[config.mk]
export PLATFORM = sky130hd
export DESIGN_NAME = pfm_mux
export DESIGN_NICKNAME = d
export VERILOG_FILES = /design/src/pkg/pfm_pkg.sv /design/src/design/pfm_mux.sv
export SDC_FILE = /design/constraint.sdc
export NUM_CORES = 1
export LEC_CHECK = 0
export BUFFER_PORTS_ARGS = -buffer_cell sky130_fd_sc_hd__buf_2
export CORE_MARGIN = 3
export CORE_UTILIZATION = 40
export DETAILED_ROUTE_END_ITERATION = 16
export SYNTH_ARGS = -nofsm -noshare
export SYNTH_HDL_FRONTEND = slang
export SYNTH_SLANG_ARGS = --single-unit
[constraint.sdc]
create_clock -name clock -period 1.62 [get_ports clock]
set_input_delay 0.081 -clock clock [delete_from_list [all_inputs] [get_ports clock]]
set_output_delay 0.081 -clock clock [all_outputs]
set_load 0.03 [all_outputs]
[src/pkg/pfm_pkg.sv]
// What this block does
// PA.8 selects serial bus data line
// PA.7 decodes bus, select, converter
// PA.6 decodes bus or converter input
// PA.5..2 decode high byte, bus, converter
// PA.0 selects converter channel zero
// port B upper bits enable Schmitt inputs
// PB.15 decodes interrupt or timer capture
// PB.14 decodes interrupt or port select
// PB.13 decodes comparator or bus bit
// PB.12 decodes comparator, clock, bus bit
// PB.11..9 decode timer inputs or alternates
// PB.8 selects timer count clock input
// PB.3 decodes send-clear, strobe, capture
// PB.2 decodes send-request, strobe, capture
// PC.15..14 decode comparator or bus bits
// PC.13 selects second serial output line
// port B register at 0x34, zero reset
// port C register at 0x38, zero reset
// port A register at 0x30, zero reset
// unlisted encodings fall back to GPIO
package pfm_pkg;
    localparam logic [7:0]  PFM_OFS_PORT_A = 8'h30;
    localparam logic [7:0]  PFM_OFS_PORT_B = 8'h34;
    localparam logic [7:0]  PFM_OFS_PORT_C = 8'h38;
    localparam logic [7:0]  PFM_OFS_ALT    = 8'h50;
    localparam logic [31:0] PFM_RESET_VAL  = 32'h0000_0000;
    localparam int PFM_TYPE_LO    = 16;
    localparam int PFM_BUS_EN     = 11;
    localparam int PFM_PA7_ALT    = 2;
    localparam int PFM_HB_LO      = 16;
    localparam int PFM_PB15_ALT   = 24;
    localparam int PFM_PB14_ALT   = 3;
    localparam int PFM_PB12_ALT   = 12;
    localparam int PFM_PB11_ALT   = 4;
    localparam int PFM_PB10_ALT   = 0;
    localparam int PFM_PB9_ALT    = 1;
    localparam int PFM_WRH_EN     = 14;
    localparam int PFM_WRL_EN     = 13;
    localparam int PFM_PB3_ALT    = 27;
    localparam int PFM_PB2_ALT    = 26;

    typedef enum logic [2:0] {
        PFM_GPIO   = 3'b000,
        PFM_FUNC_A = 3'b001,
        PFM_FUNC_B = 3'b010,
        PFM_FUNC_C = 3'b011
    } pfm_func_e;
endpackage

[src/design/pfm_mux.sv]
// The strobed register port was chosen for this implementation.
`timescale 1ns/100ps
module pfm_mux
    import pfm_pkg::*;
(
    input  wire logic                clock,
    input  wire logic                reset_n,
    input  wire logic [7:0]          reg_addr,
    input  wire logic [31:0]         reg_wdata,
    input  wire logic                reg_write,
    input  wire logic                reg_read,
    output logic      [31:0]         reg_rdata,
    output logic      [15:0]         port_a_schmitt_enables,
    output logic      [15:0]         port_b_schmitt_enables,
    output logic      [15:0]         port_c_schmitt_enables,
    output pfm_func_e                pa_func [16],
    output pfm_func_e                pb_func [16],
    output pfm_func_e                pc_func [16]
);

    // function codes per pin: A first peripheral, B second, C third
    // pa 8:     A serial bus data line
    // pa 7:     A converter input 7, B port 2 second select,
    //           C bus address/data 6
    // pa 6:     A converter input 6, C bus address/data 7
    // pa 5..2:  A converter inputs 5..2, C bus address/data 8..11
    // pa 0:     A converter input 0
    // pb 15:    A external interrupt 1, C timer 0 capture input
    // pb 14:    A external interrupt 0, C port 3 second select
    // pb 13:    A comparator 1 output, C bus address/data 1
    // pb 12:    A comparator 0 output, B clock driver output,
    //           C bus address/data 0
    // pb 11..9: A timer count inputs 3..1,
    //           C pulse channel 4, port 0 and port 1 second selects
    // pb 8:     A timer 0 count input
    // pb 3/2:   A send clear / send request, B high / low write strobe,
    //           C timer 3 / timer 2 capture
    // pc 15/14: A comparator 1 negative / positive input,
    //           C bus address/data 3 / 2
    // pc 13:    A serial peripheral 1 second data out
    // every pin or code not listed stays general I/O
    typedef struct packed {
        logic [31:0] port_a;
        logic [31:0] port_b;
        logic [31:0] port_c;
        logic [31:0] alt;
        logic [31:0] rdata;
        logic [47:0] schm;
        logic [95:0] func;
    } pfm_state_s;

    pfm_state_s st_reg;
    pfm_state_s st_next;

    function automatic logic [1:0] pfm_f(input pfm_func_e f);
        return f[1:0];
    endfunction

    ////////////////////////////////////////////////////////////////////////
    always_comb
    begin
        logic [31:0] a;
        logic [31:0] b;
        logic [31:0] c;
        logic [31:0] m;
        logic        e;
        pfm_func_e   fa [16];
        pfm_func_e   fb [16];
        pfm_func_e   fc [16];
        logic [3:0]  ext_bus_high_byte_enable;
        logic        pa7_port2_select1_alt;
        logic        pb15_timer0_capture_alt;
        logic        pb14_port3_select1_alt;
        logic        pb12_clock_out_alt;
        logic        pb11_pulse_ch4_alt;
        logic        pb10_port0_select1_alt;
        logic        pb9_port1_select1_alt;
        logic        ext_bus_write_high_enable;
        logic        ext_bus_write_low_enable;
        logic        pb3_timer3_capture_alt;
        logic        pb2_timer2_capture_alt;
        a = 32'h0;
        b = 32'h0;
        c = 32'h0;
        m = 32'h0;
        e = 1'b0;
        for (int i = 0; i < 16; i++)
        begin
            fa[i] = PFM_GPIO;
            fb[i] = PFM_GPIO;
            fc[i] = PFM_GPIO;
        end
        ext_bus_high_byte_enable  = 4'h0;
        pa7_port2_select1_alt     = 1'b0;
        pb15_timer0_capture_alt   = 1'b0;
        pb14_port3_select1_alt    = 1'b0;
        pb12_clock_out_alt        = 1'b0;
        pb11_pulse_ch4_alt        = 1'b0;
        pb10_port0_select1_alt    = 1'b0;
        pb9_port1_select1_alt     = 1'b0;
        ext_bus_write_high_enable = 1'b0;
        ext_bus_write_low_enable  = 1'b0;
        pb3_timer3_capture_alt    = 1'b0;
        pb2_timer2_capture_alt    = 1'b0;
        st_next = st_reg;
        if (reg_write)
        begin
            if (reg_addr == PFM_OFS_PORT_A)
            begin
                st_next.port_a = reg_wdata;
            end
            else if (reg_addr == PFM_OFS_PORT_B)
            begin
                st_next.port_b = reg_wdata;
            end
            else if (reg_addr == PFM_OFS_PORT_C)
            begin
                st_next.port_c = reg_wdata;
            end
            else if (reg_addr == PFM_OFS_ALT)
            begin
                st_next.alt = reg_wdata;
            end
        end
        st_next.rdata = 32'h0;
        if (reg_read)
        begin
            if (reg_addr == PFM_OFS_PORT_A)
            begin
                st_next.rdata = st_reg.port_a;
            end
            else if (reg_addr == PFM_OFS_PORT_B)
            begin
                st_next.rdata = st_reg.port_b;
            end
            else if (reg_addr == PFM_OFS_PORT_C)
            begin
                st_next.rdata = st_reg.port_c;
            end
            else if (reg_addr == PFM_OFS_ALT)
            begin
                st_next.rdata = st_reg.alt;
            end
        end

        // decode from the values that will be held next cycle
        a = st_next.port_a;
        b = st_next.port_b;
        c = st_next.port_c;
        m = st_next.alt;
        e = m[PFM_BUS_EN];
        ext_bus_high_byte_enable  = m[PFM_HB_LO +: 4];
        pa7_port2_select1_alt     = m[PFM_PA7_ALT];
        pb15_timer0_capture_alt   = m[PFM_PB15_ALT];
        pb14_port3_select1_alt    = m[PFM_PB14_ALT];
        pb12_clock_out_alt        = m[PFM_PB12_ALT];
        pb11_pulse_ch4_alt        = m[PFM_PB11_ALT];
        pb10_port0_select1_alt    = m[PFM_PB10_ALT];
        pb9_port1_select1_alt     = m[PFM_PB9_ALT];
        ext_bus_write_high_enable = m[PFM_WRH_EN];
        ext_bus_write_low_enable  = m[PFM_WRL_EN];
        pb3_timer3_capture_alt    = m[PFM_PB3_ALT];
        pb2_timer2_capture_alt    = m[PFM_PB2_ALT];
        if (a[8])
        begin
            fa[8] = PFM_FUNC_A;
        end
        case ({e, pa7_port2_select1_alt, a[7]})
            3'b001: fa[7] = PFM_FUNC_A;
            3'b011: fa[7] = PFM_FUNC_B;
            3'b101: fa[7] = PFM_FUNC_C;
            default: fa[7] = PFM_GPIO;
        endcase
        case ({e, a[6]})
            2'b01: fa[6] = PFM_FUNC_A;
            2'b11: fa[6] = PFM_FUNC_C;
            default: fa[6] = PFM_GPIO;
        endcase
        for (int k = 0; k < 4; k++)
        begin
            case ({ext_bus_high_byte_enable[k], e, a[5 - k]})
                3'b001: fa[5 - k] = PFM_FUNC_A;
                3'b111: fa[5 - k] = PFM_FUNC_C;
                default: fa[5 - k] = PFM_GPIO;
            endcase
        end
        if (a[0])
        begin
            fa[0] = PFM_FUNC_A;
        end
        case ({pb15_timer0_capture_alt, b[15]})
            2'b01: fb[15] = PFM_FUNC_A;
            2'b11: fb[15] = PFM_FUNC_C;
            default: fb[15] = PFM_GPIO;
        endcase
        case ({pb14_port3_select1_alt, b[14]})
            2'b01: fb[14] = PFM_FUNC_A;
            2'b11: fb[14] = PFM_FUNC_C;
            default: fb[14] = PFM_GPIO;
        endcase
        case ({e, b[13]})
            2'b01: fb[13] = PFM_FUNC_A;
            2'b11: fb[13] = PFM_FUNC_C;
            default: fb[13] = PFM_GPIO;
        endcase
        case ({e, pb12_clock_out_alt, b[12]})
            3'b001: fb[12] = PFM_FUNC_A;
            3'b011: fb[12] = PFM_FUNC_B;
            3'b101: fb[12] = PFM_FUNC_C;
            default: fb[12] = PFM_GPIO;
        endcase
        case ({pb11_pulse_ch4_alt, b[11]})
            2'b01: fb[11] = PFM_FUNC_A;
            2'b11: fb[11] = PFM_FUNC_C;
            default: fb[11] = PFM_GPIO;
        endcase
        case ({pb10_port0_select1_alt, b[10]})
            2'b01: fb[10] = PFM_FUNC_A;
            2'b11: fb[10] = PFM_FUNC_C;
            default: fb[10] = PFM_GPIO;
        endcase
        case ({pb9_port1_select1_alt, b[9]})
            2'b01: fb[9] = PFM_FUNC_A;
            2'b11: fb[9] = PFM_FUNC_C;
            default: fb[9] = PFM_GPIO;
        endcase
        if (b[8])
        begin
            fb[8] = PFM_FUNC_A;
        end
        case ({ext_bus_write_high_enable, e, b[3],
               pb3_timer3_capture_alt})
            4'b0010: fb[3] = PFM_FUNC_A;
            4'b1110: fb[3] = PFM_FUNC_B;
            4'b0011: fb[3] = PFM_FUNC_C;
            default: fb[3] = PFM_GPIO;
        endcase
        case ({ext_bus_write_low_enable, e, b[2],
               pb2_timer2_capture_alt})
            4'b0010: fb[2] = PFM_FUNC_A;
            4'b1110: fb[2] = PFM_FUNC_B;
            4'b0011: fb[2] = PFM_FUNC_C;
            default: fb[2] = PFM_GPIO;
        endcase
        for (int k = 14; k < 16; k++)
        begin
            case ({e, c[k]})
                2'b01: fc[k] = PFM_FUNC_A;
                2'b11: fc[k] = PFM_FUNC_C;
                default: fc[k] = PFM_GPIO;
            endcase
        end
        if (c[13])
        begin
            fc[13] = PFM_FUNC_A;
        end
        st_next.schm = {c[31:PFM_TYPE_LO], b[31:PFM_TYPE_LO],
                        a[31:PFM_TYPE_LO]};
        for (int i = 0; i < 16; i++)
        begin
            st_next.func[i * 2 +: 2]      = pfm_f(fa[i]);
            st_next.func[32 + i * 2 +: 2] = pfm_f(fb[i]);
            st_next.func[64 + i * 2 +: 2] = pfm_f(fc[i]);
        end
    end

    ////////////////////////////////////////////////////////////////////////
    always_ff @(posedge clock or negedge reset_n)
    begin
        if (!reset_n)
        begin
            st_reg <= '0;
        end
        else
        begin
            st_reg <= st_next;
        end
    end

    ////////////////////////////////////////////////////////////////////////
    assign reg_rdata              = st_reg.rdata;
    assign port_a_schmitt_enables = st_reg.schm[15:0];
    assign port_b_schmitt_enables = st_reg.schm[31:16];
    assign port_c_schmitt_enables = st_reg.schm[47:32];
    always_comb
    begin
        for (int i = 0; i < 16; i++)
        begin
            pa_func[i] = pfm_func_e'({1'b0, st_reg.func[i * 2 +: 2]});
            pb_func[i] = pfm_func_e'({1'b0, st_reg.func[32 + i * 2 +: 2]});
            pc_func[i] = pfm_func_e'({1'b0, st_reg.func[64 + i * 2 +: 2]});
        end
    end

endmodule

Word-level counts from Yosys, hierarchy flattened
Index checks and enable logic that the tools add are counted.
Storage, ports and cells
  output and inout port bits: 224
  input port bits: 44
  register bits: 250
Operators by class
  bitwise gates (word level): 3
  muxes and demuxes: 34
  eq/ne operators: 42
  reduce and logical (&&, ||, !) cells: 4
Operator list (count)
  32-bit two-way mux: 10
  128-bit two-way mux: 1
  96-bit two-way mux: 1
  64-bit two-way mux: 1
  2-bit one-hot mux with 2 select lines: 13
  8-bit by 6-bit == test with 1-bit output (second input constant): 3
  2-bit one-hot mux with 3 select lines: 4
  2-bit by 1-bit == test with 1-bit output (second input constant): 9
  2-bit == test (second input constant): 9
  3-bit by 1-bit == test with 1-bit output (second input constant): 6
  3-bit == test (second input constant): 6
  4-bit by 2-bit == test with 1-bit output (second input constant): 4
  4-bit == test (second input constant): 2
  8-bit by 7-bit == test with 1-bit output (second input constant): 1
  3-bit by 2-bit == test with 1-bit output (second input constant): 2
  5-bit AND reduction: 1
  1-bit two-way mux: 4
  4-bit AND reduction: 1
  1-bit NOT: 3
  3-bit AND reduction: 1
  2-bit AND reduction: 1

Logic depth before layout (Yosys ltp)
Gate-level depths: netlist of the first run.
  depth in word-level cells: 8
  gate-level depth with buffers: 7

Worst setup path after synthesis of the first run
Ideal clock, no wire load.
  kind: in2reg
  start: input port reg_addr[2]
  end: register st_reg, in the netlist pb_func[16]
  data arrival time: 1.367 ns
  required time: 1.501 ns
  stages on the path: 6
  buffers on the path: 2
  setup slack: 0.134 ns
  cells stage by stage: buf_6 > nor4b_4 > and3_1 > buf_4 > mux2_2 > and2_1
RTL lines
  start: declaration: line pfm_mux.sv:8  | input wire logic [7:0] reg_addr,
  end signal: assignment: line pfm_mux.sv:276  | st_reg <= st_next;
  end: declaration: line pfm_mux.sv:52  | pfm_state_s st_reg;

==> results of run 1 <==
-- power breakdown --
part	internal, mW	switching, mW	total, mW
sequential	4.91	0.117	5.03
combinational	0.403	0.917	1.32
clock	2.09	1.92	4.00
-- per-layer routing --
metal	vias up	wire, um
met4	0	354
li1	2789	-
met2	196	11300
met3	19	1180
met1	2966	10700
met5	-	0
-- worst min-delay path by stage --
stage	slack (ns)	end	start
4_1_cts	0.12	pa_func[34]$_DFF_PN0_	reg_wdata[11]
6_report	0.13	pa_func[34]$_DFF_PN0_	reg_wdata[11]
3_5_place_dp	0.09	port_c_schmitt_enables[7]$_DFFE_PN0P_	reset_n
3_3_place_gp	0.08	port_c_schmitt_enables[7]$_DFFE_PN0P_	reset_n
5_1_grt	0.13	pa_func[34]$_DFF_PN0_	reg_wdata[11]
2_1_floorplan	-0.21	pa_func[24]$_DFF_PN0_	reset_n
-- cell type report --
type,count,share of cell area [%]
clock buffer,19,4.17
clock inverter,13,0.957
inverter,8,0.277
multi-input combinational,505,31.4
sequential,190,43.8
tap,319,3.68
timing repair buffer,247,15.7
-- cell families after synthesis --
logic type | Yosys count | share of synthesized area, %
buffers and inverters | 275 | 20.0
AO/OA/AOI/OAI | 93 | 6.18
other | 1 | 0.0387
AND/OR/NAND/NOR | 166 | 8.11
flip-flops | 190 | 49.0
XOR/XNOR | 12 | 1.08
multiplexers | 128 | 15.5
-- through the flow --
step,worst slack (ns),power [mW],setup TNS [ns]
2_1_floorplan,0.134,6.23,0
3_3_place_gp,-0.0247,6.37,-0.0634
3_5_place_dp,-0.0797,6.38,-0.271
4_1_cts,0.293,10.4,0
5_1_grt,0.194,10.8,0
6_report,0.300,10.4,0
-- cells in the mapped netlist (9+ instances only) --
master / number / area [sq um]
a22oi_1: 31 / 233
mux2i_1: 41 / 410
nand2_1: 114 / 428
clkbuf_1: 24 / 90.1
nor2_1: 11 / 41.3
dfrtp_1: 190 / 4750
buf_4: 226 / 1700
mux2_4: 31 / 465
a21oi_1: 9 / 45.0
xnor2_1: 11 / 96.3
mux2_2: 55 / 619
buf_2: 11 / 55.1
o22ai_1: 31 / 194
o21ai_0: 16 / 80.1
nand3_1: 9 / 45.0
-- tightest hold or removal path, cell delays in order --
cell	delay, ns
buf_2	0.25
nand3_1	0.13
a21oi_1	0.06
==> summary.log, run 1 <==
[status] result of the run finished, final reports clean
[timing] worst max-slew margin expressed relative to the limit 66.6%
[worst_setup_path] CP endpoint kind flop
[clock_tree] Bufs on Longest Clock Path 2
[final_layout] final design instance area without fill 10900 sq um
[timing] Final Max Tran Viols 0
[floorplan] die area 26100 sq um
[timing] worst hold-check slack 0.133 ns
[placement] weighted congestion at the end of routability-driven global placement 0.800
[power] leakage component of the power 5.99 nW
[final_layout] combined area of the multi-input logic cells 3410 sq um
[worst_setup_path] category of the worst setup path launch point flop
[clock_tree] total of cells resized after clock tree synthesis 0
[timing] setup repair after global routing missed its margin no
[placement] DP Wirelength 16500 um
[logic_synthesis] Synth Register Bits 190
[timing] Post-Route Skew 0.00944 ns
[worst_setup_path] crit path from st_reg[187]$_DFF_PN0_
[timing] transition time at the pin with the least slew margin 0.501 ns
[clock_tree] clk_lat worst skew 0.43 ns
[worst_setup_path] delay-heaviest family, CP simple AND/OR/NAND/NOR gates
[routing] drt via density 4.59
[worst_setup_path] critical path depth in cells 2
[final_layout] flip-flop and latch area 4750 sq um
[clock_tree] CTS H-tree depth 4
[floorplan] IO Count 268
[timing] share of the clock period used by the worst path after layout 81.5%
[final_layout] ant diodes 0
[floorplan] effective utilization at floorplan 41.1%
[hold_path] Hold Path Depth 3
[routing] total number of vias 5970
[worst_setup_path] reg-to-reg critical path endpoint pb_func[37]$_DFF_PN0_
[final_layout] Largest register FFs 77
[logic_synthesis] Synth Instances 865
[logic_synthesis] leading register cell type out of synthesis dfrtp_1
[clock_tree] number of buffers inserted for hold repair after clock tree synthesis 33
[final_layout] Fillers 2248
[job] maxcap violations 0
[logic_synthesis] warnings from Yosys 0
[floorplan] floorplan die height 162 um
[worst_setup_path] CP max stage cell or3b_2
[logic_synthesis] number of distinct standard cells referenced by the synthesized netlist 36
[hold_path] HP Class in -> reg
[clock_tree] clk sink count 190
[floorplan] die boundary width 162 um
[grt] Global Route met3 Usage 3.52%
[final_layout] Layout Cells excl Fill 1301
[final_layout] commonest non-fill, non-tap cell in the layout dfrtp_1
[worst_setup_path] Reg2Reg Launch Point st_reg[187]$_DFF_PN0_
[grt] via count of the first global-routing pass 6078
[worst_setup_path] CP Capture Point pb_func[37]$_DFF_PN0_
[final_layout] proportion of layout cells with a drive suffix above 1 34.9%
[power] Pwr Density 954 nW/um^2
[clock_tree] clock tree from TritonCTS done
[clock_tree] clock root cell clkbuf_16
[timing] final hold vios 0
[final_layout] layout overhead on the synthesized area 12.0%
[worst_setup_path] Cell Chain, Critical Path or3b_2 > a311oi_1
[grt] global routing usage summed across all routing layers 18.1%
[worst_setup_path] worst setup path category reg -> reg
[worst_setup_path] r2r worst-path depth 2
[final_layout] Final Util 46.0%
[grt] met1 Usage GRT 24.9%
[final_layout] leading cell types in the layout, fill and taps excluded 190 x dfrtp_1, 160 x buf_2, 114 x nand2_1
[grt] antenna violations before repair 0
[logic_synthesis] Post-synth EDFFs 0
[placement] I/O Buffers 161
[worst_setup_path] signal arrival time at the worst endpoint 1.65 ns
[worst_setup_path] highest cell delay on the worst timing path 0.49 ns
[logic_synthesis] proportion of synthesized flip-flops having asynchronous set or reset 100%
[logic_synthesis] Cell Area, Synth 9690 sq um
[routing] average wire per cell in the routed design 18.1 um
[clock_tree] Post-CTS Repair Setup Buffers 0
[timing] Tmin final 1.32 ns
[floorplan] placeable core region 23600 sq um
[floorplan] number of cell rows 56
[grt] maximum number of pins on one net before global-route repair 54
[grt] first-pass GRT wire length 36100 um
[placement] placed standard-cell area 9970 sq um
[routing] Antenna Nets Post-Route 0
[logic_synthesis] share of synthesized area occupied by flip-flops and latches 49.0%
[grt] global-route congestion overflow total 0
[clock_tree] CTS clk-pin slew, worst paths 0.07 ns
[logic_synthesis] synthesized area per cell 11.2 sq um
[clock_tree] total CTS buffers 17
[worst_setup_path] required time reported for the critical path endpoint 1.95 ns
[routing] 1st-pass router iterations 5
[placement] cell count after placement 1236
[power] maximum resistive drop on vdd 0.000622 V
[timing] setup violation total in the final timing report 0
[worst_setup_path] minimum setup slack among reg-to-reg paths 0.30 ns
[routing] aggregate routed wire length 23600 um
[routing] Initial DRC Count 397
[worst_setup_path] maximum fanout encountered on the critical timing path 7
[timing] Highest Clock Rate 0.758 GHz
[worst_setup_path] Buffers & Inverters on Critical Path 0
[grt] most crowded layer after global routing met2
[routing] DRC errors left 0
[final_layout] post-layout net count 1013
[grt] GRT met2 Usage 29.4%
Note: power is estimated with default switching activity, not from simulation.
==> inputs of run 2 (changes only) <==
- ABC_AREA: unset -> 1
- PLACE_DENSITY: unset -> 0.66
- clock period: 1.62 -> 1.06 ns (I/O delays scaled with it)
==> run 2 against run 1 <==
  * Worst hold slack worse by 0.11 ns
  * Via count is 25% higher
  * Combinational power is 93% higher
  * Largest cell class unchanged
  * The run now ends with negative setup slack left
==> summary.log, run 2 <==
[floorplan] IO Count 268 [unchanged]
[logic_synthesis] leading register cell type out of synthesis dfrtp_1 [unchanged]
[routing] Initial DRC Count 648 [was 397]
[timing] setup violation total in the final timing report 4 [was 0]
[final_layout] Final Util 50.2% [was 46.0%]
[timing] Post-Route Skew 0.0130 ns [was 0.00944 ns]
[grt] maximum number of pins on one net before global-route repair 56 [was 54]
[floorplan] die boundary width 162 um [about the same]
[final_layout] layout overhead on the synthesized area 22.0% [was 12.0%]
[logic_synthesis] warnings from Yosys 0 [unchanged]
[logic_synthesis] Synth Instances 1121 [was 865]
[power] leakage component of the power 6.62 nW [was 5.99 nW]
[grt] via count of the first global-routing pass 7374 [was 6078]
[final_layout] proportion of layout cells with a drive suffix above 1 27.3% [was 34.9%]
[routing] average wire per cell in the routed design 16.2 um [was 18.1 um]
[hold_path] HP Class in -> reg [unchanged]
[final_layout] Fillers 2256 [was 2248]
[final_layout] commonest non-fill, non-tap cell in the layout nand2_1 [was dfrtp_1]
[clock_tree] CTS clk-pin slew, worst paths 0.07 ns [about the same]
[grt] GRT met2 Usage 32.2% [was 29.4%]
[placement] weighted congestion at the end of routability-driven global placement 0.843 [was 0.800]
[logic_synthesis] Cell Area, Synth 9740 sq um [was 9690 sq um]
[final_layout] leading cell types in the layout, fill and taps excluded 203 x nand2_1, 189 x dfrtp_1, 127 x inv_1 [was 190 x dfrtp_1, 160 x buf_2, 114 x nand2_1]
[grt] Global Route met3 Usage 4.41% [was 3.52%]
[power] total power after layout 16.5 mW [was 10.4 mW]
[worst_setup_path] worst setup path category reg -> out [was reg -> reg]
[placement] I/O Buffers 161 [unchanged]
[routing] 1st-pass router iterations 5 [unchanged]
[clock_tree] clock tree from TritonCTS done [unchanged]
[logic_synthesis] Area contributors post-synth dfrtp_1 49%, buf_4 18%, nand2_1 7.9%, inv_1 4.9%, o21ai_1 3.8% [was dfrtp_1 49%, buf_4 18%, mux2_2 6.4%, mux2_4 4.8%, nand2_1 4.4%]
[floorplan] number of cell rows 56 [unchanged]
[floorplan] floorplan die height 162 um [about the same]
[final_layout] Largest register FFs 77 [unchanged]
[logic_synthesis] Post-synth EDFFs 0 [unchanged]
[timing] worst path setup slack after routing -0.0852 ns [was 0.300 ns]
[timing] final hold vios 0 [unchanged]
[worst_setup_path] CP endpoint kind output port [was flop]
[logic_synthesis] top-area cell type share of the netlist area 48.8% [was 49.0%]
[clock_tree] CTS H-tree depth 4 [unchanged]
[timing] Final Max Tran Viols 0 [unchanged]
[status] failing checks negative setup slack
[logic_synthesis] synthesized area per cell 8.69 sq um [was 11.2 sq um]
[grt] global-route congestion overflow total 0 [unchanged]
[routing] Antenna Nets Post-Route 0 [unchanged]
[logic_synthesis] biggest area consumer among synthesized cells dfrtp_1 [unchanged]
[power] maximum resistive drop on vdd 0.000904 V [was 0.000622 V]
[clock_tree] clock root cell clkbuf_16 [unchanged]
[final_layout] post-layout net count 1325 [was 1013]
[routing] DRC errors left 0 [unchanged]
[job] maxcap violations 0 [unchanged]
[logic_synthesis] share of synthesized area occupied by flip-flops and latches 48.8% [was 49.0%]
[routing] drt via density 4.62 [was 4.59]
[logic_synthesis] top cell types by occurrence after synthesis 229 x buf_4, 206 x nand2_1, 190 x dfrtp_1, 127 x inv_1, 74 x o21ai_1 [was 226 x buf_4, 190 x dfrtp_1, 114 x nand2_1, 55 x mux2_2, 41 x mux2i_1]
[clock_tree] clk sink count 190 [unchanged]
[worst_setup_path] maximum fanout encountered on the critical timing path 2 [was 7]
[grt] met1 Usage GRT 25.8% [was 24.9%]
[timing] Tmin final 1.15 ns
[logic_synthesis] Synth Register Bits 190 [unchanged]
[grt] most crowded layer after global routing met2 [unchanged]
[timing] share of the clock period used by the worst path after layout 108%
[placement] DP Worst Slack -0.389 ns [was -0.0797 ns]
[grt] global routing usage summed across all routing layers 19.7% [was 18.1%]
[grt] first-pass GRT wire length 40300 um [was 36100 um]
[timing] setup repair after global routing missed its margin yes [was no]
[routing] total number of vias 7450 [was 5970]
[floorplan] placeable core region 23700 sq um [was 23600 sq um]
[timing] Highest Clock Rate 0.873 GHz
[worst_setup_path] required time reported for the critical path endpoint 1.01 ns [was 1.95 ns]
[worst_setup_path] signal arrival time at the worst endpoint 1.09 ns [was 1.65 ns]
[clock_tree] clk_lat worst skew 0.44 ns [was 0.43 ns]
[worst_setup_path] category of the worst setup path launch point flop [unchanged]
[floorplan] effective utilization at floorplan 41.1% [about the same]
[grt] antenna violations before repair 1 [was 0]
[floorplan] die area 26300 sq um [was 26100 sq um]
[timing] worst hold-check slack 0.0252 ns [was 0.133 ns]
[clock_tree] total CTS buffers 17 [unchanged]
[logic_synthesis] dominant cell by count in the synthesized netlist buf_4 [unchanged]
[status] result of the run finished with violations [was finished, final reports clean]
[power] Pwr Density 1390 nW/um^2 [was 954 nW/um^2]
[routing] aggregate routed wire length 26100 um [was 23600 um]
[logic_synthesis] number of distinct standard cells referenced by the synthesized netlist 32 [was 36]
[clock_tree] Bufs on Longest Clock Path 2 [unchanged]
[placement] DP Wirelength 18100 um [was 16500 um]
[logic_synthesis] proportion of synthesized flip-flops having asynchronous set or reset 100% [unchanged]
==> run 2: cell types whose count changed in the layout (fill, tap and decap cells not counted), sizes merged, moves of 46 or more <==
cell	delta
nor2	+46
mux2	-87
o21ai	+105
buf	+63
inv	+124
nand2	+97
nand3	+53
==> run 2: critical path, stage by stage, from the launching register on <==
cell     delay (ns)
dfrtp_1        0.40
buf_6          0.13
buf_6          0.13
==> run 2: cell type report <==
class | count | area (sq um) | share of cell area, %
Timing Repair Buffer | 308 | 2620 | 22.0
Tap cell | 319 | 399 | 3.36
Multi-Input combinational cell | 627 | 3020 | 25.4
Clock inverter | 12 | 113 | 0.947
Clock buffer | 20 | 457 | 3.84
Sequential cell | 190 | 4760 | 40.0
Antenna cell | 1 | 2.50 | 0.0211
Inverter | 137 | 524 | 4.41
==> run 2: final timing paths <==
| path | from | to | slack, ns | cells past startpoint |
|---|---|---|---|---|
| max in group asynchronous | reset_n | pb_func[18]$_DFF_PN0_ | 0.38 | 3 |
| min | reg_wdata[2] | st_reg[210]$_DFFE_PN0P_ | 0.03 | 4 |
| min reg2reg | st_reg[281]$_DFFE_PN0P_ | st_reg[281]$_DFFE_PN0P_ | 0.49 | 2 |
| min in group asynchronous | reset_n | port_b_schmitt_enables[12]$_DFFE_PN0P_ | 0.08 | 2 |
| max reg2reg | pb_func[15]$_DFF_PN0_ | pb_func[16]$_DFF_PN0_ | 0.02 | 4 |
| max | pb_func[15]$_DFF_PN0_ | pb_func[15] | -0.09 | 2 |
==> run 2: per-stage QoR <==
stage	instances	area, sq um	TNS, ns
finish	1614	11900	-0.183
global placement	1504	10100	-41.34
global route	1614	11900	-0.905
detailed placement	1504	10100	-46.30
floorplan	1226	10200	-1.30
CTS	1601	11600	-0.407
==> run 2: per-layer routing <==
layer	vias up	share of wire (%)
met5	-	0
met4	0	2.2
met3	40	7.0
met2	293	49
met1	3583	42
li1	3534	-
==> run 2: timing repair <==
action | in CTS | in global routing
endpoints found under the setup margin | 66 | 98
hold endpoints to repair | 306 | 0
resized for setup | 102 | 91
pin swaps | 0 | 3
hold buffers | 31 | 0
setup buffers | 34 | 12
==> run 2: logic make-up (layout without fill, tap and decap cells) <==
family / Yosys count / after routing / share of synthesized area [%]
compound gates: 169 / 169 / 10.3
buf+inv: 409 / 477 / 25.1
flops: 190 / 190 / 48.8
other cells: 1 / 107 / 0.0385
simple gates: 352 / 352 / 15.7
==> run 2: power breakdown <==
group	total, mW	switching [mW]	internal (mW)
Combinational	2.55	1.70	0.852
Clock	6.23	2.85	3.38
Sequential	7.76	0.199	7.56
Total	16.5	4.75	11.8
